File: config.mk
export PLATFORM = sky130hd
export DESIGN_NAME = lsi_line_sense
export DESIGN_NICKNAME = d
export VERILOG_FILES = /design/src/lsi_pkg.sv /design/src/lsi_line_sense.sv
export SDC_FILE = /design/constraint.sdc
export NUM_CORES = 1
export LEC_CHECK = 0
export BUFFER_PORTS_ARGS = -buffer_cell sky130_fd_sc_hd__buf_2
export CORE_UTILIZATION = 63
export CTS_BUF_LIST = sky130_fd_sc_hd__clkbuf_8
export CTS_CLUSTER_SIZE = 8
export DETAILED_ROUTE_END_ITERATION = 10
export PLACE_DENSITY = 0.95
export SYNTH_ARGS = -nofsm -noshare
export SYNTH_HDL_FRONTEND = slang
export SYNTH_SLANG_ARGS = --single-unit
File: constraint.sdc
create_clock -name ref_clk -period 21.5 [get_ports ref_clk]
set_input_delay 4.3 -clock ref_clk [delete_from_list [all_inputs] [get_ports ref_clk]]
set_output_delay 4.3 -clock ref_clk [all_outputs]
set_load 0.03 [all_outputs]
File: src/lsi_pkg.sv
// Constants and carrier types of the line sense and status block
package lsi_pkg;

  // Register indices; byte address is four times the index
  localparam logic [5:0] IDX_EVENTS    = 6'h03;
  localparam logic [5:0] IDX_IRQ_EN    = 6'h05;
  localparam logic [5:0] IDX_RING_THR  = 6'h0E;
  localparam logic [5:0] IDX_FAULT_EN  = 6'h12;
  localparam logic [5:0] IDX_OV_THR    = 6'h13;
  localparam logic [5:0] IDX_RX_BOOST  = 6'h14;
  localparam logic [5:0] IDX_SENSE_EN  = 6'h15;
  localparam logic [5:0] IDX_RING_RES  = 6'h1A;
  localparam logic [5:0] IDX_LINE_RES  = 6'h1B;
  localparam logic [5:0] IDX_LOOP_RES  = 6'h1C;
  localparam logic [5:0] IDX_LIVE_STAT = 6'h1E;
  localparam logic [5:0] IDX_LINE_CFG  = 6'h20;

  // Field positions
  localparam int BIT_RING_EVT   = 0;
  localparam int BIT_FAULT_EVT  = 2;
  localparam int BIT_RING_MON   = 3;
  localparam int BIT_RING_IE    = 0;
  localparam int BIT_FAULT_IE   = 2;
  localparam int BIT_MASTER_EN  = 1;
  localparam int BIT_OV_THR     = 2;
  localparam int BIT_BOOST      = 3;
  localparam int BIT_OC_EN      = 0;
  localparam int BIT_OV_EN      = 1;
  localparam int BIT_UV_EN      = 2;
  localparam int BIT_CID        = 4;
  localparam int BIT_OL_EN      = 7;
  localparam int BIT_UV_STAT    = 6;
  localparam int BIT_OV_STAT    = 5;
  localparam int BIT_OC_STAT    = 4;
  localparam int BIT_OL_STAT    = 3;
  localparam int BIT_FEED       = 0;
  localparam int BIT_NOMINAL    = 1;
  localparam int BIT_ILIM       = 2;

  // Reset values
  localparam logic RST_RING_IE  = 1'h1;
  localparam logic RST_FAULT_IE = 1'h0;

  // Thresholds in converter counts (about 10.23 mV or 1.25 mA a count)
  localparam logic [6:0] RING_THR_1  = 7'h0F; // 0.15 Vpk
  localparam logic [6:0] RING_THR_2  = 7'h1D; // 0.30 Vpk
  localparam logic [6:0] RING_THR_3  = 7'h2C; // 0.45 Vpk
  localparam logic [6:0] OV_THR_LO   = 7'h3B; // 0.6 Vpk
  localparam logic [6:0] OV_THR_HI   = 7'h44; // 0.7 Vpk
  localparam logic [6:0] OC_THR_HI   = 7'h64; // 125 mA
  localparam logic [6:0] OC_THR_LO   = 7'h2C; // 55 mA
  localparam logic [7:0] OL_DELTA    = 8'h4C; // 76 counts
  localparam logic [7:0] GAIN_20DB   = 8'h0A; // x10 in amplitude
  localparam logic [7:0] GAIN_UNITY  = 8'h01;

  // AXI responses
  localparam logic [1:0] RESP_OKAY   = 2'h0;
  localparam logic [1:0] RESP_SLVERR = 2'h2;

  // One auxiliary converter result set from the line front end
  typedef struct packed {
    logic       sampleValid;
    logic [7:0] ringCode;   // ones' complement
    logic [7:0] lineCode;
    logic [6:0] loopCode;
  } lsi_aux_s;

endpackage

File: src/lsi_line_sense.sv
// Line sensing control, status capture and interrupt logic
//
// Behaviour
// - Caller-ID routes ring audio, +20 dB, to transmit
// - Receive boost adds 20 dB, resets off
// - Ring interrupt enable, resets to one
// - Ring above threshold latches flag, read clears
// - Ringing monitor live, read also resets it
// - Threshold code 0 disables, else 0.15/0.30/0.45
// - Loop current magnitude in bits 7:1
// - Line voltage top seven bits in 7:1
// - Ring voltage ones' complement byte reported
// - Fault flag on UV/OV/OC, read clears
// - Fault interrupt enable, resets to zero
// - Master enable gates UV, OV, OC
// - Under-voltage forces wide loop bandwidth
// - Live under- and over-voltage status bits
// - Over-voltage needs own, feed, nominal enables
// - Over-voltage threshold 0.6 or 0.7 Vpk
// - Overload when sample delta exceeds 76
// - Overload enable, condition not latched
// - Over-current above 125 mA or 55 mA
// - Over-current enable, resets to zero
// - Over-current or over-voltage forces on-hook
// - Under-voltage in line power switches to barrier
//
// Design decision made here: register access over AXI4-Lite.
`timescale 1ns/1ns
module lsi_line_sense #(
  parameter int ADDR_W = 8,
  parameter int PCM_W  = 16
) (
  input  wire logic                   ref_clk,
  input  wire logic                   rst_n,
  // AXI4-Lite slave
  input  wire logic [ADDR_W-1:0]      s_axi_awaddr,
  input  wire logic                   s_axi_awvalid,
  output logic                        s_axi_awready,
  input  wire logic [31:0]            s_axi_wdata,
  input  wire logic [3:0]             s_axi_wstrb,
  input  wire logic                   s_axi_wvalid,
  output logic                        s_axi_wready,
  output logic [1:0]                  s_axi_bresp,
  output logic                        s_axi_bvalid,
  input  wire logic                   s_axi_bready,
  input  wire logic [ADDR_W-1:0]      s_axi_araddr,
  input  wire logic                   s_axi_arvalid,
  output logic                        s_axi_arready,
  output logic [31:0]                 s_axi_rdata,
  output logic [1:0]                  s_axi_rresp,
  output logic                        s_axi_rvalid,
  input  wire logic                   s_axi_rready,
  // Line front end
  input  wire lsi_pkg::lsi_aux_s      auxIn,
  input  wire logic                   supplyUnderVoltage,
  input  wire logic                   linePoweredMode,
  input  wire logic                   audioValid,
  input  wire logic signed [PCM_W-1:0] rxAudio,
  input  wire logic signed [PCM_W-1:0] ringAudio,
  // Outputs
  output logic signed [PCM_W-1:0]     pcmTransmitOut,
  output logic                        pcmTransmitValid,
  output logic                        irq,
  output logic                        onHookRequest,
  output logic                        wideBandwidthForce,
  output logic                        barrierPowerSwitch
);

  // Control registers
  logic       ringIrqEn_q, faultIrqEn_q, masterEn_q, ovThrSel_q, boost_q;
  logic       ocEn_q, ovEn_q, uvEn_q, cidEn_q, olEn_q;
  logic       feedEn_q, nominalEn_q, ilimSel_q;
  logic [1:0] ringThr_q;
  // Captured converter results and status
  logic [7:0] ringCode_q, lineCode_q, prevLine_q;
  logic [6:0] loopCode_q;
  logic       havePrev_q, newSample_q;
  logic       uvStat_q, ovStat_q, ocStat_q, olStat_q;
  logic       ringFlag_q, faultFlag_q, ringMon_q;
  // Bus state
  logic              awHave_q, wHave_q;
  logic [5:0]        wIdx_q;
  logic [7:0]        wByte_q;
  logic              wLane_q;

  logic [5:0]  rIdx;
  logic        rdTake, rdClear, doWrite;
  logic [7:0]  rByte;
  logic        rMapped, wMapped;
  logic [6:0]  ringMag, ringThrCnt, ovThrCnt, ocThrCnt;
  logic [7:0]  lineDelta;
  logic        ringAbove;

  assign rIdx    = s_axi_araddr[7:2];
  assign rdTake  = s_axi_arvalid & s_axi_arready;
  assign rdClear = rdTake & (rIdx == lsi_pkg::IDX_EVENTS);
  assign doWrite = awHave_q & wHave_q & ~s_axi_bvalid;

  // Magnitude of the ones' complement ring code
  assign ringMag = ringCode_q[7] ? ~ringCode_q[6:0] : ringCode_q[6:0];

  // Threshold selection
  always_comb begin
    case (ringThr_q)
      2'h1:    ringThrCnt = lsi_pkg::RING_THR_1;
      2'h2:    ringThrCnt = lsi_pkg::RING_THR_2;
      default: ringThrCnt = lsi_pkg::RING_THR_3;
    endcase
    ovThrCnt = ovThrSel_q ? lsi_pkg::OV_THR_HI : lsi_pkg::OV_THR_LO;
    ocThrCnt = ilimSel_q ? lsi_pkg::OC_THR_LO : lsi_pkg::OC_THR_HI;
    lineDelta = (lineCode_q > prevLine_q) ? lineCode_q - prevLine_q
                                          : prevLine_q - lineCode_q;
    ringAbove = (ringThr_q != 2'h0) && (ringMag > ringThrCnt);
  end

  // Converter result capture
  always_ff @(posedge ref_clk) begin
    if (!rst_n) begin
      ringCode_q  <= 8'h00;
      lineCode_q  <= 8'h00;
      prevLine_q  <= 8'h00;
      loopCode_q  <= 7'h00;
      havePrev_q  <= 1'b0;
      newSample_q <= 1'b0;
    end else begin
      newSample_q <= auxIn.sampleValid;
      if (auxIn.sampleValid) begin
        ringCode_q <= auxIn.ringCode;
        lineCode_q <= auxIn.lineCode;
        prevLine_q <= havePrev_q ? lineCode_q : auxIn.lineCode;
        loopCode_q <= auxIn.loopCode;
        havePrev_q <= 1'b1;
      end
    end
  end

  // Live detector status, gated by the enables
  always_ff @(posedge ref_clk) begin
    if (!rst_n) begin
      uvStat_q <= 1'b0;
      ovStat_q <= 1'b0;
      ocStat_q <= 1'b0;
      olStat_q <= 1'b0;
    end else begin
      uvStat_q <= masterEn_q & uvEn_q & supplyUnderVoltage;
      ovStat_q <= masterEn_q & ovEn_q & feedEn_q & nominalEn_q
                  & (ringMag > ovThrCnt);
      ocStat_q <= masterEn_q & ocEn_q & (loopCode_q > ocThrCnt);
      olStat_q <= olEn_q & havePrev_q
                  & (lineDelta > lsi_pkg::OL_DELTA);
    end
  end

  // Sticky event flags; a new event wins over the read clear
  always_ff @(posedge ref_clk) begin
    if (!rst_n) begin
      ringFlag_q  <= 1'b0;
      faultFlag_q <= 1'b0;
      ringMon_q   <= 1'b0;
    end else begin
      if (newSample_q & ringAbove)
        ringFlag_q <= 1'b1;
      else if (rdClear)
        ringFlag_q <= 1'b0;
      if (uvStat_q | ovStat_q | ocStat_q)
        faultFlag_q <= 1'b1;
      else if (rdClear)
        faultFlag_q <= 1'b0;
      if (ringAbove)
        ringMon_q <= 1'b1;
      else if (rdClear | newSample_q)
        ringMon_q <= 1'b0;
    end
  end

  // Line-side protective actions
  always_ff @(posedge ref_clk) begin
    if (!rst_n) begin
      onHookRequest      <= 1'b0;
      wideBandwidthForce <= 1'b0;
      barrierPowerSwitch <= 1'b0;
      irq                <= 1'b0;
    end else begin
      onHookRequest      <= ovStat_q | ocStat_q;
      wideBandwidthForce <= uvStat_q;
      barrierPowerSwitch <= uvStat_q & linePoweredMode;
      irq <= (ringFlag_q & ringIrqEn_q)
             | (faultFlag_q & faultIrqEn_q);
    end
  end

  // Transmit audio path with caller-ID routing and boost
  logic signed [PCM_W-1:0]   audioSrc;
  logic signed [PCM_W+15:0]  audioProd;
  logic signed [PCM_W-1:0]   audioSat;
  logic        [7:0]         gainA, gainB;
  localparam logic signed [PCM_W+15:0] SAT_HI = (1 <<< (PCM_W - 1)) - 1;
  localparam logic signed [PCM_W+15:0] SAT_LO = -(1 <<< (PCM_W - 1));

  always_comb begin
    audioSrc  = cidEn_q ? ringAudio : rxAudio;
    gainA     = cidEn_q ? lsi_pkg::GAIN_20DB : lsi_pkg::GAIN_UNITY;
    gainB     = boost_q ? lsi_pkg::GAIN_20DB : lsi_pkg::GAIN_UNITY;
    // Widened before multiplying so a loud sample saturates, not wraps
    audioProd = (PCM_W+16)'(audioSrc)
                * (PCM_W+16)'($signed({1'b0, gainA}))
                * (PCM_W+16)'($signed({1'b0, gainB}));
    if (audioProd > SAT_HI)
      audioSat = SAT_HI[PCM_W-1:0];
    else if (audioProd < SAT_LO)
      audioSat = SAT_LO[PCM_W-1:0];
    else
      audioSat = audioProd[PCM_W-1:0];
  end

  always_ff @(posedge ref_clk) begin
    if (!rst_n) begin
      pcmTransmitOut   <= '0;
      pcmTransmitValid <= 1'b0;
    end else begin
      pcmTransmitValid <= audioValid;
      if (audioValid)
        pcmTransmitOut <= audioSat;
    end
  end

  // Write channel capture
  always_ff @(posedge ref_clk) begin
    if (!rst_n) begin
      awHave_q      <= 1'b0;
      wHave_q       <= 1'b0;
      wIdx_q        <= 6'h00;
      wByte_q       <= 8'h00;
      wLane_q       <= 1'b0;
      s_axi_awready <= 1'b1;
      s_axi_wready  <= 1'b1;
      s_axi_bvalid  <= 1'b0;
      s_axi_bresp   <= lsi_pkg::RESP_OKAY;
    end else begin
      if (s_axi_awvalid & s_axi_awready) begin
        awHave_q      <= 1'b1;
        wIdx_q        <= s_axi_awaddr[7:2];
        s_axi_awready <= 1'b0;
      end
      if (s_axi_wvalid & s_axi_wready) begin
        wHave_q      <= 1'b1;
        wByte_q      <= s_axi_wdata[7:0];
        wLane_q      <= s_axi_wstrb[0];
        s_axi_wready <= 1'b0;
      end
      if (doWrite) begin
        awHave_q     <= 1'b0;
        wHave_q      <= 1'b0;
        s_axi_bvalid <= 1'b1;
        s_axi_bresp  <= wMapped ? lsi_pkg::RESP_OKAY
                                : lsi_pkg::RESP_SLVERR;
      end else if (s_axi_bvalid & s_axi_bready) begin
        s_axi_bvalid  <= 1'b0;
        s_axi_awready <= 1'b1;
        s_axi_wready  <= 1'b1;
      end
    end
  end

  // Writable map
  always_comb begin
    if (wIdx_q == lsi_pkg::IDX_IRQ_EN)
      wMapped = 1'b1;
    else if (wIdx_q == lsi_pkg::IDX_RING_THR)
      wMapped = 1'b1;
    else if (wIdx_q == lsi_pkg::IDX_FAULT_EN)
      wMapped = 1'b1;
    else if (wIdx_q == lsi_pkg::IDX_OV_THR)
      wMapped = 1'b1;
    else if (wIdx_q == lsi_pkg::IDX_RX_BOOST)
      wMapped = 1'b1;
    else if (wIdx_q == lsi_pkg::IDX_SENSE_EN)
      wMapped = 1'b1;
    else if (wIdx_q == lsi_pkg::IDX_LINE_CFG)
      wMapped = 1'b1;
    else
      wMapped = 1'b0;
  end

  // Control register writes; byte lane 0 carries every field
  always_ff @(posedge ref_clk) begin
    if (!rst_n) begin
      ringIrqEn_q  <= lsi_pkg::RST_RING_IE;
      faultIrqEn_q <= lsi_pkg::RST_FAULT_IE;
      ringThr_q    <= 2'h0;
      masterEn_q   <= 1'b0;
      ovThrSel_q   <= 1'b0;
      boost_q      <= 1'b0;
      ocEn_q       <= 1'b0;
      ovEn_q       <= 1'b0;
      uvEn_q       <= 1'b0;
      cidEn_q      <= 1'b0;
      olEn_q       <= 1'b0;
      feedEn_q     <= 1'b0;
      nominalEn_q  <= 1'b0;
      ilimSel_q    <= 1'b0;
    end else if (doWrite & wLane_q) begin
      if (wIdx_q == lsi_pkg::IDX_IRQ_EN) begin
        ringIrqEn_q  <= wByte_q[lsi_pkg::BIT_RING_IE];
        faultIrqEn_q <= wByte_q[lsi_pkg::BIT_FAULT_IE];
      end else if (wIdx_q == lsi_pkg::IDX_RING_THR) begin
        ringThr_q <= wByte_q[1:0];
      end else if (wIdx_q == lsi_pkg::IDX_FAULT_EN) begin
        masterEn_q <= wByte_q[lsi_pkg::BIT_MASTER_EN];
      end else if (wIdx_q == lsi_pkg::IDX_OV_THR) begin
        ovThrSel_q <= wByte_q[lsi_pkg::BIT_OV_THR];
      end else if (wIdx_q == lsi_pkg::IDX_RX_BOOST) begin
        boost_q <= wByte_q[lsi_pkg::BIT_BOOST];
      end else if (wIdx_q == lsi_pkg::IDX_SENSE_EN) begin
        ocEn_q  <= wByte_q[lsi_pkg::BIT_OC_EN];
        ovEn_q  <= wByte_q[lsi_pkg::BIT_OV_EN];
        uvEn_q  <= wByte_q[lsi_pkg::BIT_UV_EN];
        cidEn_q <= wByte_q[lsi_pkg::BIT_CID];
        olEn_q  <= wByte_q[lsi_pkg::BIT_OL_EN];
      end else if (wIdx_q == lsi_pkg::IDX_LINE_CFG) begin
        feedEn_q    <= wByte_q[lsi_pkg::BIT_FEED];
        nominalEn_q <= wByte_q[lsi_pkg::BIT_NOMINAL];
        ilimSel_q   <= wByte_q[lsi_pkg::BIT_ILIM];
      end
    end
  end

  // Read decode; write-only registers read as zero
  always_comb begin
    rByte   = 8'h00;
    rMapped = 1'b1;
    if (rIdx == lsi_pkg::IDX_EVENTS) begin
      rByte[lsi_pkg::BIT_RING_EVT]  = ringFlag_q;
      rByte[lsi_pkg::BIT_FAULT_EVT] = faultFlag_q;
      rByte[lsi_pkg::BIT_RING_MON]  = ringMon_q;
    end else if (rIdx == lsi_pkg::IDX_IRQ_EN) begin
      rByte[lsi_pkg::BIT_RING_IE]  = ringIrqEn_q;
      rByte[lsi_pkg::BIT_FAULT_IE] = faultIrqEn_q;
    end else if (rIdx == lsi_pkg::IDX_RING_THR) begin
      rByte[1:0] = ringThr_q;
    end else if (rIdx == lsi_pkg::IDX_FAULT_EN
                 || rIdx == lsi_pkg::IDX_OV_THR
                 || rIdx == lsi_pkg::IDX_RX_BOOST) begin
      rByte = 8'h00;
    end else if (rIdx == lsi_pkg::IDX_SENSE_EN) begin
      rByte[lsi_pkg::BIT_CID] = cidEn_q;
    end else if (rIdx == lsi_pkg::IDX_RING_RES) begin
      rByte = ringCode_q;
    end else if (rIdx == lsi_pkg::IDX_LINE_RES) begin
      rByte = {lineCode_q[7:1], 1'b0};
    end else if (rIdx == lsi_pkg::IDX_LOOP_RES) begin
      rByte = {loopCode_q, 1'b0};
    end else if (rIdx == lsi_pkg::IDX_LIVE_STAT) begin
      rByte[lsi_pkg::BIT_UV_STAT] = uvStat_q;
      rByte[lsi_pkg::BIT_OV_STAT] = ovStat_q;
      rByte[lsi_pkg::BIT_OC_STAT] = ocStat_q;
      rByte[lsi_pkg::BIT_OL_STAT] = olStat_q;
    end else if (rIdx == lsi_pkg::IDX_LINE_CFG) begin
      rByte[lsi_pkg::BIT_FEED]    = feedEn_q;
      rByte[lsi_pkg::BIT_NOMINAL] = nominalEn_q;
      rByte[lsi_pkg::BIT_ILIM]    = ilimSel_q;
    end else begin
      rMapped = 1'b0;
    end
  end

  // Read channel
  always_ff @(posedge ref_clk) begin
    if (!rst_n) begin
      s_axi_arready <= 1'b1;
      s_axi_rvalid  <= 1'b0;
      s_axi_rdata   <= 32'h0000_0000;
      s_axi_rresp   <= lsi_pkg::RESP_OKAY;
    end else if (rdTake) begin
      s_axi_arready <= 1'b0;
      s_axi_rvalid  <= 1'b1;
      s_axi_rdata   <= {24'h00_0000, rByte};
      s_axi_rresp   <= rMapped ? lsi_pkg::RESP_OKAY
                               : lsi_pkg::RESP_SLVERR;
    end else if (s_axi_rvalid & s_axi_rready) begin
      s_axi_rvalid  <= 1'b0;
      s_axi_arready <= 1'b1;
    end
  end

endmodule

## Yosys cells after proc, flatten, opt, wreduce, memory -nomap -nowiden

Index checks and enable logic that the tools add are counted.

- Register bits after elaboration: 110
- Bits of input ports: 118

- Add/sub/neg operators: 2
- Multiply operators: 2
- Order comparisons: 7
- Equality and inequality tests: 21
- Multiplexer cells: 73
- Bitwise gates (word level): 37
- Reduce and logical (&&, ||, !) cells: 17

Operators with widths:

| cell | number |
|---|---|
| two-way mux 8 bit | 10 |
| equality test 6 x 5 -> 1 bit (second input constant) | 12 |
| two-way mux 16 bit | 3 |
| two-way mux 1 bit | 41 |
| two-way mux 7 bit | 4 |
| > comparator 26 x 16 -> 1 bit (second input constant) | 1 |
| less-than comparator 26 x 16 -> 1 bit (second input constant) | 1 |
| multiplier 21 x 5 -> 26 bit | 1 |
| AND 1 bit | 23 |
| > comparator 7 bit | 3 |
| multiplier 16 x 5 -> 21 bit | 1 |
| two-way mux 4 bit | 5 |
| subtractor 8 bit | 2 |
| equality test 6 x 3 -> 1 bit (second input constant) | 2 |
| equality test 6 x 4 -> 1 bit (second input constant) | 2 |
| equality test 6 bit (second input constant) | 2 |
| case mux 6 bit (2 select lines) | 1 |
| nonzero test 2 bit | 6 |
| two-way mux 3 bit | 3 |
| > comparator 8 x 7 -> 1 bit (second input constant) | 1 |
| > comparator 8 bit | 1 |
| two-way mux 2 bit | 4 |
| inverter 1 bit | 8 |
| AND reduction 8 bit | 1 |
| 16 further kinds | 21 |

## Logic depth before layout (Yosys ltp)

Gate-level depths: netlist of run 1.

- Word-level depth: 16
- Depth in mapped cells: 33
- Depth with buffers taken out: 29

## Worst setup path after synthesis of run 1

OpenSTA, ideal clock, no wires.

- Path type: in2reg
- From: input port ringAudio[3]
- To: register pcmTransmitOut[4]
- Library setup time: 0.125 ns
- Data arrival time: 10.314 ns
- Required time: 21.375 ns
- Setup slack: 11.061 ns
- Stages: 31
- Buffers on the path: 2
- Cell sequence: and2_1 > ha_1 > inv_1 > fa_1 > inv_1 > ha_1 > nor2b_1 > o21ai_0 > a21boi_0 > o21a_1 > a41oi_1 > nand2b_1 > a21oi_1 > xnor2_1 > and2_1 > ha_1 > inv_1 > fa_1 > inv_1 > ha_1 > buf_2 > nand2_1 > o21ai_0 > nand2_1 > and3_1 > o41ai_1 > xnor2_1 > and3b_2 > a41oi_1 > buf_6 > o22ai_1

- Word-level cells in the longest chain between the ends: 6
- Elaborated cells between the ends (all ways): 7
- Classes of those cells: 2 x mul; 2 x order compare; 3 x mux

RTL lines:

| item | line | RTL |
|---|---|---|
| from (decl) | lsi_line_sense.sv:59 | `input wire logic signed [PCM_W-1:0] ringAudio,` |
| two-way mux 16 bit * | lsi_line_sense.sv:201 | `audioSrc = cidEn_q ? ringAudio : rxAudio;` |
| multiplier 16 x 5 -> 21 bit * | lsi_line_sense.sv:206 | `* (PCM_W+16)'($signed({1'b0, gainA}))` |
| multiplier 21 x 5 -> 26 bit * | lsi_line_sense.sv:207 | `* (PCM_W+16)'($signed({1'b0, gainB}));` |
| less-than comparator 26 x 16 -> 1 bit | lsi_line_sense.sv:210 | `else if (audioProd < SAT_LO)` |
| two-way mux 16 bit | lsi_line_sense.sv:210 |  |
| two-way mux 16 bit * | lsi_line_sense.sv:208 | `if (audioProd > SAT_HI)` |
| to (signal assigned) | lsi_line_sense.sv:223 | `pcmTransmitOut <= audioSat;` |
| to (decl) | lsi_line_sense.sv:61 | `output logic signed [PCM_W-1:0] pcmTransmitOut,` |

Mark *: on every way between the ends. The rest lies on a longest branch, timed or not.
A chain may end at the register's enable or synchronous reset.

## Worst setup path in the final report of run 1

- From: input port ringAudio[1]
- To: register pcmTransmitOut[7]

The elaborated chain is that of the path after synthesis.

==> impl_results.md, run 1 <==
- Synth Area in Adders: 21.35%
- Final hold vios: 0
- Worst path required time: 21.74 ns
- Hold depth: 2
- Reg-to-Reg Start: cidEn_q
- Most frequent cells in the layout: 159 x inv_1, 120 x buf_2, 109 x ha_1, 106 x dfxtp_1, 84 x nand2_1
- Yosys warns: 0
- Seq/Total Area, Yosys: 21.53%
- Post-synth ARST share: 0%
- Initial Util: 64.59%
- Vias/cell: 5.720
- GR Overflow Total: 0
- Least-Margin Pin Slew: 1.054 ns
- Fillers: 1141
- Max-cap check violation count: 0
- Synthesized instance count: 1214
- Top FF cell, synth: dfxtp_1
- Area grow syn2layout: 7.998%
- Pin count of the biggest net entering global routing: approximately 110
- CP arrival: between 10 and 15 ns
- Hold buffers post-CTS: 0
- HPWL Detailed: around 18000 um
- Critical Path Sink Type: flop
- # IOs: 180
- Startpoint Class: input port
- Placement Setup Slack: 10.26 ns
- Antenna Nets Post-Route: 0
- Max Slew Vio Count: 0
- Initial antenna violation count: 0
- Synth Area in Compound Gates: 16.44%
- RSZ-0062 raised after global routing: no
- Mux contribution to synthesized area: 6.373%
- Clock latency on the worst-skew pair: 0.38 ns
- Clock slew seen by the registers of the worst setup and hold paths: 0.11 ns
- H-tree depth: 3
- N_diodes: 0
- Top post-synthesis cells by area: dfxtp_1 22%, ha_1 14%, fa_1 7.5%
- Inserted Clock Buffers: 9
- Placed Area: 10460 um2
- Vias: 8694
- Share of the synthesized area in the top cell type: 21.53%
- CTS tree: yes
- Postcts setup bufs: 0
- Die height: around 130 um
- Final Worst Setup Slack: 10.54 ns
- Max Root-Sink Buffers: 2
- Syn_area_per_cell: 8.118 um2
- Total global-route track usage: 28.00%
- Status: complete, no violations
- Area leader, netlist: dfxtp_1
- Layout cell share with drive strength beyond 1: 12.91%
- Worst path bufs/invs: 5
- Largest family of logic cells by synthesized area: adder cells
- DRC Markers: 0
- Post-cts sizing count: 0
- Number of synthesized flops with an enable pin: 0
- Setup crit start: ringAudio[1]
- WS Path Type: input port to flop
- Max Clock Freq: 0.09124 GHz
- Port bufs: 120
- TritonRoute pass-1 iters: 5
- Die width: 127.1 um
- Drt total wl: about 23000 um
- Final setup fails: 0
- Synth cell types: 73
- Power per Cell Area: about 44 nW/um2
- Worst clock skew: 0.01368 ns
- Post-route design area: 10640 um2
- Final Wtd Congestion: 0.9063
- Commonest non-fill, non-tap cell in the layout: inv_1
- Core footprint: between 15000 and 20000 um2
- Worst-path maximum fanout: 15
- Hold_sp: uvEn_q
- Final core utilization: 69.76%
- Cell count along the critical path: 30
- CP max stage delay: 0.58 ns
- Setup TNS: 0 ns
- Xor and xnor area share after synthesis: roughly 3.8%
- LEAKAGE: 0.005272 uW
- Routed len/inst: 14.86 um
- Crit-path leading delay family: compound AO/OA/AOI/OAI gates
- Die ar.: 16150 um2
- Starting DRT DRC Count: 737
- Synth Area in Simple Gates: between 20% and 30%
- CTS sink count: 106
- Reg2Reg Setup Slack: 13.57 ns
- Final period util: 50.98%
- #FFs+latches synth: 106
- Global-route wire length before repair: 37520 um
- Clock Root Buffer: clkbuf_8
- Min Tclk post-route: 10.96 ns
- Crit-path slowest cell: a2111oi_0
- Final net count: roughly 1600
- Slew headroom: 29.77%
- Syn Std Cell Area: 9856 um2
- Max IR drop VDD: 0.03427 mV
- Core Rows: 45
- Hold WC Path Type: flop to flop
- Reg2Reg Depth: 28
- Vias in the first global route: 8276
-- flip-flops by register name, indices dropped and copies added (netlist names), 2 cells and up --
name            flops
lineCode_q          8
loopCode_q          7
pcmTransmitOut     16
prevLine_q          8
ringCode_q          8
ringThr_q           2
s_axi_rdata         8
wByte_q             6
wIdx_q              6
-- area by class of cell --
type,instances,area (um2),share of cell area (%)
flip-flops and latches,106,2122,19.94
inverters,160,600.6,5.642
clock inverters,7,58.81,0.5525
repair buffers,123,623.1,5.854
clock buffers,9,123.9,1.164
well taps,211,264.0,2.480
multi-input cells,904,6852,64.37
-- routing by layer --
metal  vias to the layer above  global-route usage, %  share of wire, %
met2                       346                  47.67                46
met1                      4051                  36.10                45
met4                         0                  8.333               2.3
met5                         -                      0                 0
met3                        56                  5.276               6.6
li1                       4241                      -                 -
-- stage by stage --
step	total power (uW)	hold WS, ns	cells
detailed placement	348.0	0.4451	1504
floorplan	317.2	0.4093	1241
finish	463.9	0.4740	1520
global placement	341.4	0.4436	1504
CTS	461.4	0.4688	1520
global route	486.0	0.5010	1520
-- report_power, final --
| group | switching [uW] | total (uW) | internal [uW] |
|---|---|---|---|
| sequential | 11.0 | 218 | 207 |
| combinational | 77.6 | 129 | 51.8 |
| clock | 72.2 | 116 | 44.2 |
| total | 161 | 464 | 303 |
-- worst register-to-register path: cells and delay by family, from the launching register on --
family                     cells  cell delay (ns)
adders and majority gates      5             1.89
AOI/OAI and AO/OA             13             3.34
and+or+nand+nor                5             0.87
xor gates and xnor gates       1             0.10
buffers and inverters          4             0.66
DFF                            1             0.94
-- Yosys cell counts, types with 7 or more instances --
master / number
a21boi_0: 21
a21o_1: 12
a21oi_1: 50
a22oi_1: 8
a31oi_1: 9
and2_1: 34
and3_1: 10
buf_4: 26
clkbuf_1: 36
dfxtp_1: 106
fa_1: 37
ha_1: 109
inv_1: 159
mux2i_1: 56
nand2_1: 84
nand2b_1: 24
nand3_1: 47
nand4_1: 7
nor2_1: 59
nor2b_1: 61
nor3_1: 26
o211a_1: 9
o21a_1: 9
o21ai_0: 52
o22ai_1: 9
or3_1: 8
xnor2_1: 28
xor2_1: 15
-- cell families (layout without fill, tap and decap cells) --
kind of cell / Yosys count / count (layout)
simple gates: 388 / 388
compound gates: 237 / 237
buf+inv: 231 / 299
fa+ha+maj: 146 / 146
flops: 106 / 106
mux: 62 / 62
xor+xnor: 43 / 43
other cells: 1 / 28
-- final timing paths --
kind | end
max | pcmTransmitOut[7]
max reg2reg | pcmTransmitOut[7]
min | uvStat_q
min reg2reg | uvStat_q
Power figures use the tool's default switching activity.
==> run 2, diff against run 1 <==
--- a/config.mk
+++ b/config.mk
@@ -5,12 +5,13 @@
 export SDC_FILE = /design/constraint.sdc
 export NUM_CORES = 1
 export LEC_CHECK = 0
+export ABC_AREA = 1
 export BUFFER_PORTS_ARGS = -buffer_cell sky130_fd_sc_hd__buf_2
-export CORE_UTILIZATION = 63
+export CORE_UTILIZATION = 59
 export CTS_BUF_LIST = sky130_fd_sc_hd__clkbuf_8
 export CTS_CLUSTER_SIZE = 8
 export DETAILED_ROUTE_END_ITERATION = 10
-export PLACE_DENSITY = 0.95
+export PLACE_DENSITY = 0.94
 export SYNTH_ARGS = -nofsm -noshare
 export SYNTH_HDL_FRONTEND = slang
 export SYNTH_SLANG_ARGS = --single-unit
==> constraint.sdc (replaced) <==
create_clock -name ref_clk -period 11.42 [get_ports ref_clk]
set_input_delay 2.284 -clock ref_clk [delete_from_list [all_inputs] [get_ports ref_clk]]
set_output_delay 2.284 -clock ref_clk [all_outputs]
set_load 0.03 [all_outputs]
==> run 2 against run 1 <==
Net effect: non-clock buffer count is 1 lower; via count grew 14%; critical endpoint is now pcmTransmitOut[0]; sequential power up 86%; flip-flop and latch count stayed put; highest routed layer unchanged; largest cell class unchanged; routed wire length increased by 6.5%; clock-buffer cell count stayed put; register-to-register slack worse by 8.9 ns; design area up 3.8%; combinational power rose by 92%; worst hold slack worse by 0.018 ns.
==> impl_results.md, run 2 <==
- Clock Power Share: 26.6% (+1.5 points)
- Clock slew seen by the registers of the worst setup and hold paths: 0.11 ns (about the same)
- Worst clock skew: 0.02302 ns (+0.009342 ns)
- CP Capture Point: pcmTransmitOut[0]
- Layout cell share with drive strength beyond 1: 10.80% (-2.1 points)
- Final setup fails: 0 (unchanged)
- Most frequent cells in the layout: 337 x inv_1, 311 x nand2_1, 167 x nor2_1, 120 x buf_2, 117 x a21oi_1
- FF/Latch Area: 2122 um2 (unchanged)
- Syn Std Cell Area: 10210 um2 (+3.6%)
- Synth cell types: 50 (-32%)
- Area leader, netlist: dfxtp_1
- Top FF cell, synth: dfxtp_1
- Mux contribution to synthesized area: 0% (-6.4 points)
- Worst hold margin: 0.4563 ns (-0.01766 ns)
- CP max stage delay: 0.53 ns (-0.05 ns)
- Initial antenna violation count: 1 (+1)
- LEAKAGE: 0.006148 uW (+17%)
- Max-cap check violation count: 0 (unchanged)
- Max Root-Sink Buffers: 2 (unchanged)
- DRC Markers: 0 (unchanged)
- Core Rows: 47 (+4.4%)
- Hold buffers post-CTS: 0 (unchanged)
- H-tree depth: 3 (unchanged)
- Setup TNS: 0 ns (unchanged)
- Worst-path maximum fanout: 15 (unchanged)
- Synthesized instance count: 1558 (+28%)
- Antenna Nets Post-Route: 0 (unchanged)
- Core footprint: 16760 um2 (+9.8%)
- Internal power: 563.4 uW (+86%)
- Hold depth: 2 (unchanged)
- Inserted Clock Buffers: 9 (unchanged)
- Max IR drop VDD: 0.07049 mV (+110%)
- Final Wtd Congestion: 0.9696 (+7.0%)
- Clock latency on the worst-skew pair: 0.39 ns (about the same)
- Final hold vios: 0 (unchanged)
- Critical Path Sink Type: flop
- Die ar.: 17840 um2 (+10%)
- Power per Cell Area: 80.42 nW/um2 (+85%)
- #FFs+latches synth: 106 (unchanged)
- GR Overflow Total: 0 (unchanged)
- Clock Root Buffer: clkbuf_8
- Max FFs per register: 16 (unchanged)
- Synth Area in Compound Gates: 14.56% (-1.9 points)
- Postcts setup bufs: 0 (unchanged)
- Hold WC Path Type: flop to flop
- Largest family of logic cells by synthesized area: simple AND/OR/NAND/NOR gates
- Vias: 9952 (+14%)
- RSZ-0062 raised after global routing: no
- Yosys warns: 0 (unchanged)
- Drt total wl: 24060 um (+6.5%)
- Setup crit start: ringAudio[3]
- Reg2Reg Capture Point: pcmTransmitOut[0]
- Number of synthesized flops with an enable pin: 0 (unchanged)
- Post-synth ARST share: 0% (unchanged)
- Synth Area in Adders: 20.61% (-0.75 points)
- Power Total: 888.7 uW (+92%)
- TritonRoute pass-1 iters: 5 (unchanged)
- Startpoint Class: input port
- Commonest non-fill, non-tap cell in the layout: inv_1
- Die width: 133.6 um (+5.1%)
- Max Clock Freq: 0.1267 GHz
- Xor and xnor area share after synthesis: 3.761% (-0.060 points)
- Vias/cell: 5.296 (-7.4%)
- Global-route wire length before repair: 40400 um (+7.7%)
- CTS sink count: 106 (unchanged)
- Final net count: 1917 (+22%)
- CP most frequent cell: nand2_1
- Vias in the first global route: 9390 (+13%)
- Min Tclk post-route: 7.892 ns
- Reg-to-Reg Start: cidEn_q
- Reg2Reg Setup Slack: 4.63 ns (-8.94 ns)
- Non-Filler Instances: 1879 (+24%)
- Largest register by flop count: pcmTransmitOut
- Least-Margin Pin Slew: 1.102 ns (+0.04841 ns)
- Post-cts sizing count: 0 (unchanged)
- Sw frac: 36.61% (+1.9 points)
- Seq/Total Area, Yosys: 20.78% (-0.75 points)
- Top post-synthesis cells by area: dfxtp_1 21%, ha_1 13%, inv_1 12%
- Share of the synthesized area in the top cell type: 20.78% (-0.75 points)
- Sequential group share of total power: 45.5% (-1.5 points)
- WS Path Type: input port to flop
- Starting DRT DRC Count: 605 (-18%)
- NetSw: 325.3 uW (+100%)
- Reg2Reg Depth: 35 (+25%)
- Comb pwr share: 27.9% (about the same)
- Synth Area in Simple Gates: 24.07% (+3.6 points)
- CP arrival: 8.22 ns (-2.98 ns)
- Area grow syn2layout: 8.209%
- Routed len/inst: 12.81 um (-14%)
- Crit-path slowest cell: fa_1
- Synth top cells by count: 337 x inv_1, 311 x nand2_1, 167 x nor2_1, 117 x a21oi_1, 109 x ha_1
- Status: complete, no violations
- Max Slew Vio Count: 0 (unchanged)
- Final core utilization: 65.94% (-3.8 points)
- Cells after DPL: 1862 (+24%)
- HPWL Detailed: 19530 um (+9.5%)
- Final period util: 69.11%
- Initial Util: 60.93% (-3.7 points)
- Most numerous cell in the Yosys netlist: inv_1
- Multi-input logic area: 6539 um2 (-4.6%)
- Pin count of the biggest net entering global routing: 74 (-30%)
- # IOs: 180 (unchanged)
- Slew headroom: 26.46% (-3.3 points)
- CTS tree: yes
- Die height: 133.6 um (+5.1%)
- Port bufs: 120 (unchanged)
- Fillers: 1418 (+24%)
- Syn_area_per_cell: 6.555 um2 (-19%)
- Total global-route track usage: 27.38% (-0.63 points)
- Worst path required time: 11.75 ns (-9.99 ns)
[run 2: changes by cell type after synthesis, sizes merged, moves of 36 or more]
| cell | before | now |
|---|---|---|
| a21oi | 52 | 127 |
| inv | 159 | 340 |
| mux2i | 56 | 0 |
| nand2 | 84 | 317 |
| nor2 | 59 | 173 |
| nor2b | 61 | 0 |
| o21ai | 55 | 91 |
[run 2: cell families after synthesis]
logic type	Yosys count
buf+inv	407
compound gates	263
xor+xnor	43
flops	106
other cells	1
fa+ha+maj	146
simple gates	592
[run 2: metrics by stage]
stage                     area [um2]  setup WS, ns
after floorplan                10310         4.025
after global placement         10840         3.316
after detailed placement       10840         3.163
after CTS                      11050         3.578
after global routing           11050         2.963
final                          11050         3.528
[run 2: power groups by stage]
stage / sequential, uW / combinational, uW / clock, uW
2_1_floorplan: 421 / 176 / 0
3_3_place_gp: 412 / 238 / 0
3_5_place_dp: 412 / 243 / 0
4_1_cts: 404 / 245 / 239
5_1_grt: 407 / 276 / 254
6_report: 405 / 248 / 236
[run 2: per-layer routing]
metal	share of wire, %	GRT usage, %	vias up	wire length (um)
li1	-	-	5014	-
met1	42	31.46	4548	10030
met2	50	50.84	319	12090
met3	4.5	2.549	71	1090
met4	3.5	12.75	0	851
met5	0	0	-	0
[run 2: worst min-delay path by stage]
stage / startpoint / end / slack, ns
2_1_floorplan: uvEn_q / uvStat_q / 0.42
3_5_place_dp: uvEn_q / uvStat_q / 0.43
5_1_grt: uvEn_q / uvStat_q / 0.48
6_report: uvEn_q / uvStat_q / 0.46
3_3_place_gp: uvEn_q / uvStat_q / 0.42
4_1_cts: uvEn_q / uvStat_q / 0.45
[run 2: critical path, delay by kind of cell]
family	cells	cell delay, ns
compound gates	3	0.78
simple gates	23	2.44
buf+inv	6	0.35
fa+ha+maj	6	2.35
[run 2: area by class of cell]
class	count	share of cell area [%]
clock inverter	7	0.8039
tap	220	2.491
sequential	106	19.20
clock buffer	9	1.121
antenna	1	0.02264
inverter	342	11.62
multi-input combinational	1072	59.17
timing repair buffer	122	5.571
==> run 3, diff against run 2 <==
--- a/config.mk
+++ b/config.mk
@@ -7,11 +7,11 @@
 export LEC_CHECK = 0
 export ABC_AREA = 1
 export BUFFER_PORTS_ARGS = -buffer_cell sky130_fd_sc_hd__buf_2
-export CORE_UTILIZATION = 59
+export CORE_UTILIZATION = 53
 export CTS_BUF_LIST = sky130_fd_sc_hd__clkbuf_8
 export CTS_CLUSTER_SIZE = 8
 export DETAILED_ROUTE_END_ITERATION = 10
-export PLACE_DENSITY = 0.94
+export PLACE_DENSITY = 0.89
 export SYNTH_ARGS = -nofsm -noshare
 export SYNTH_HDL_FRONTEND = slang
 export SYNTH_SLANG_ARGS = --single-unit
==> constraint.sdc (replaced) <==
create_clock -name ref_clk -period 6.7 [get_ports ref_clk]
set_input_delay 1.34 -clock ref_clk [delete_from_list [all_inputs] [get_ports ref_clk]]
set_output_delay 1.34 -clock ref_clk [all_outputs]
set_load 0.03 [all_outputs]
==> run 3 against run 2 <==
Net effect: sequential power grew 70%; cell count grew 4.3%; core utilization shrank 1.2 points; routed wire length grew 12%; first-iteration DRC count grew 26%; register-to-register slack lost 4.2 ns; flip-flop and latch count is the same; combinational power grew 91%; power grew 77%; largest power group unchanged.
==> impl_results.md, run 3 (synthesized netlist as in run 2, its figures left out) <==
- Final hold vios: 0 (unchanged)
- Global-route wire length before repair: 41410 um (+2.5%)
- WS Path Type: input port to flop
- Worst hold margin: 0.4576 ns (+0.001292 ns)
- Critical Path Sink Type: flop
- Crit-path slowest cell: fa_1
- CP max stage delay: 0.53 ns (about the same)
- CP most frequent cell: nand2_1
- Commonest non-fill, non-tap cell in the layout: inv_1
- Inserted Clock Buffers: 9 (unchanged)
- Least-Margin Pin Slew: 1.045 ns (-0.05644 ns)
- Slew headroom: 30.23% (+3.8 points)
- H-tree depth: 3 (unchanged)
- Reg2Reg Depth: 36 (+2.9%)
- Max Clock Freq: 0.1518 GHz
- Max Root-Sink Buffers: 2 (unchanged)
- Final core utilization: 64.78% (-1.2 points)
- Power per Cell Area: 129.6 nW/um2 (+61%)
- Starting DRT DRC Count: 760 (+26%)
- Startpoint Class: input port
- Status: complete, no violations
- # IOs: 180 (unchanged)
- Cell count along the critical path: 38 (unchanged)
- Area grow syn2layout: 19.05%
- Vias/cell: 5.246 (-0.96%)
- Worst clock skew: 0.02037 ns (-0.002645 ns)
- Initial antenna violation count: 0 (-1)
- Largest register by flop count: pcmTransmitOut
- Final setup fails: 0 (unchanged)
- Worst-path maximum fanout: 8 (-7)
- HPWL Detailed: 20260 um (+3.7%)
- Final period util: 98.33%
- LEAKAGE: 0.006527 uW (+6.2%)
- Die width: 140.8 um (+5.4%)
- Max FFs per register: 16 (unchanged)
- Max Slew Vio Count: 0 (unchanged)
- Fillers: 1506 (+6.2%)
- Core Rows: 50 (+6.4%)
- Initial Util: 54.41% (-6.5 points)
- Port bufs: 120 (unchanged)
- Max-cap check violation count: 0 (unchanged)
- Drt total wl: 26960 um (+12%)
- Final Wtd Congestion: 0.9485 (-2.2%)
- Hold buffers post-CTS: 0 (unchanged)
- Antenna Nets Post-Route: 0 (unchanged)
- DRC Markers: 0 (unchanged)
- Clock Root Buffer: clkbuf_8
- Die ar.: 19830 um2 (+11%)
- CTS sink count: 106 (unchanged)
- Die height: 140.8 um (+5.4%)
- Routed len/inst: 13.76 um (+7.5%)
- Most frequent cells in the layout: 335 x inv_1, 292 x nand2_1, 144 x nor2_1, 120 x buf_2
- RSZ-0062 raised after global routing: yes
- Hold depth: 2 (unchanged)
- Core footprint: 18770 um2 (+12%)
- Hold WC Path Type: flop to flop
- Worst path bufs/invs: 7 (+1)
- Min Tclk post-route: around 6.6 ns
- Final Worst Setup Slack: 0.1120 ns (-3.416 ns)
- Pin count of the biggest net entering global routing: 74 (unchanged)
- Max IR drop VDD: 0.1091 mV (+55%)
- Total global-route track usage: 25.30% (-2.1 points)
- CTS tree: yes
- Layout cell share with drive strength beyond 1: 18.97% (+8.2 points)
- Placement Setup Slack: -0.4015 ns (-3.564 ns)
- Crit-path leading delay family: adder cells
- GR Overflow Total: 0 (unchanged)
- Clock slew seen by the registers of the worst setup and hold paths: 0.11 ns (about the same)
- Vias: 10280 (+3.3%)
- Clock latency on the worst-skew pair: 0.39 ns (about the same)
- Worst path required time: 7.02 ns (-4.73 ns)
- TritonRoute pass-1 iters: 6 (+1)
- CP arrival: 6.91 ns (-1.31 ns)
- Reg2Reg Setup Slack: 0.43 ns (-4.20 ns)
- Vias in the first global route: 9543 (+1.6%)
- Final net count: 1983 (+3.4%)
==> run 3: changes by cell type in the layout (fill, tap and decap cells not counted), moves of 5 or more <==
cell and change:
ha_4 +16, a21oi_1 -11, nand2_1 -19, nor2_4 +16, nand2_2 +14, nor2_1 -23, buf_4 +64, a21oi_4 +7
nor2_2 +7, nand2_4 +5, ha_1 -16
==> run 3: path summary, 6_finish.rpt <==
| kind | from | to |
|---|---|---|
| max | ringAudio[3] | pcmTransmitOut[1] |
| min | uvEn_q | uvStat_q |
| max reg2reg | cidEn_q | pcmTransmitOut[1] |
| min reg2reg | uvEn_q | uvStat_q |
==> run 3: layout make-up <==
cell class	instances	area (um2)	share of cell area [%]
inverter	342	1286	10.58
antenna	1	2.502	0.02058
clock inverter	7	77.57	0.6381
sequential	106	2122	17.45
tap	234	292.8	2.408
clock buffer	9	123.9	1.019
multi-input combinational	1074	7157	58.87
timing repair buffer	186	1096	9.015
==> run 3: metrics by stage <==
step,power [uW],std cells,setup TNS [ns],cell area (um2)
2_1_floorplan,1019,1585,0,10310
3_3_place_gp,1119,1939,-3.162,11330
3_5_place_dp,1133,1939,-5.786,11330
4_1_cts,1536,1955,0,11530
5_1_grt,1654,1958,-1.410,12160
6_report,1575,1959,0,12160
==> run 3: power breakdown <==
group / total (uW) / internal (uW) / switching (uW)
Combinational: 473 / 172 / 302
Clock: 413 / 177 / 236
Sequential: 689 / 664 / 25.8
Total: 1580 / 1010 / 563
==> run 3: worst min-delay path, cell delays in order, from the launching register on <==
cell and delay [ns]:
dfxtp_1 0.33, nand3_1 0.06, nor2_1 0.04
==> run 3: layer usage <==
metal	vias to the layer above	share of wire (%)	track usage, %	wire [um]
met5	-	0	0	0
met4	0	3.2	9.439	872
met3	85	5.0	2.649	1336
met2	375	52	48.57	13980
met1	4681	40	28.63	10780
li1	5135	-	-	-
==> run 3: what timing repair did <==
action,4_1_cts,5_1_grt
cloned,0,2
pin swaps,0,35
buffers inserted,0,1
gates resized for setup,2,123
setup endpoints to repair,4,16
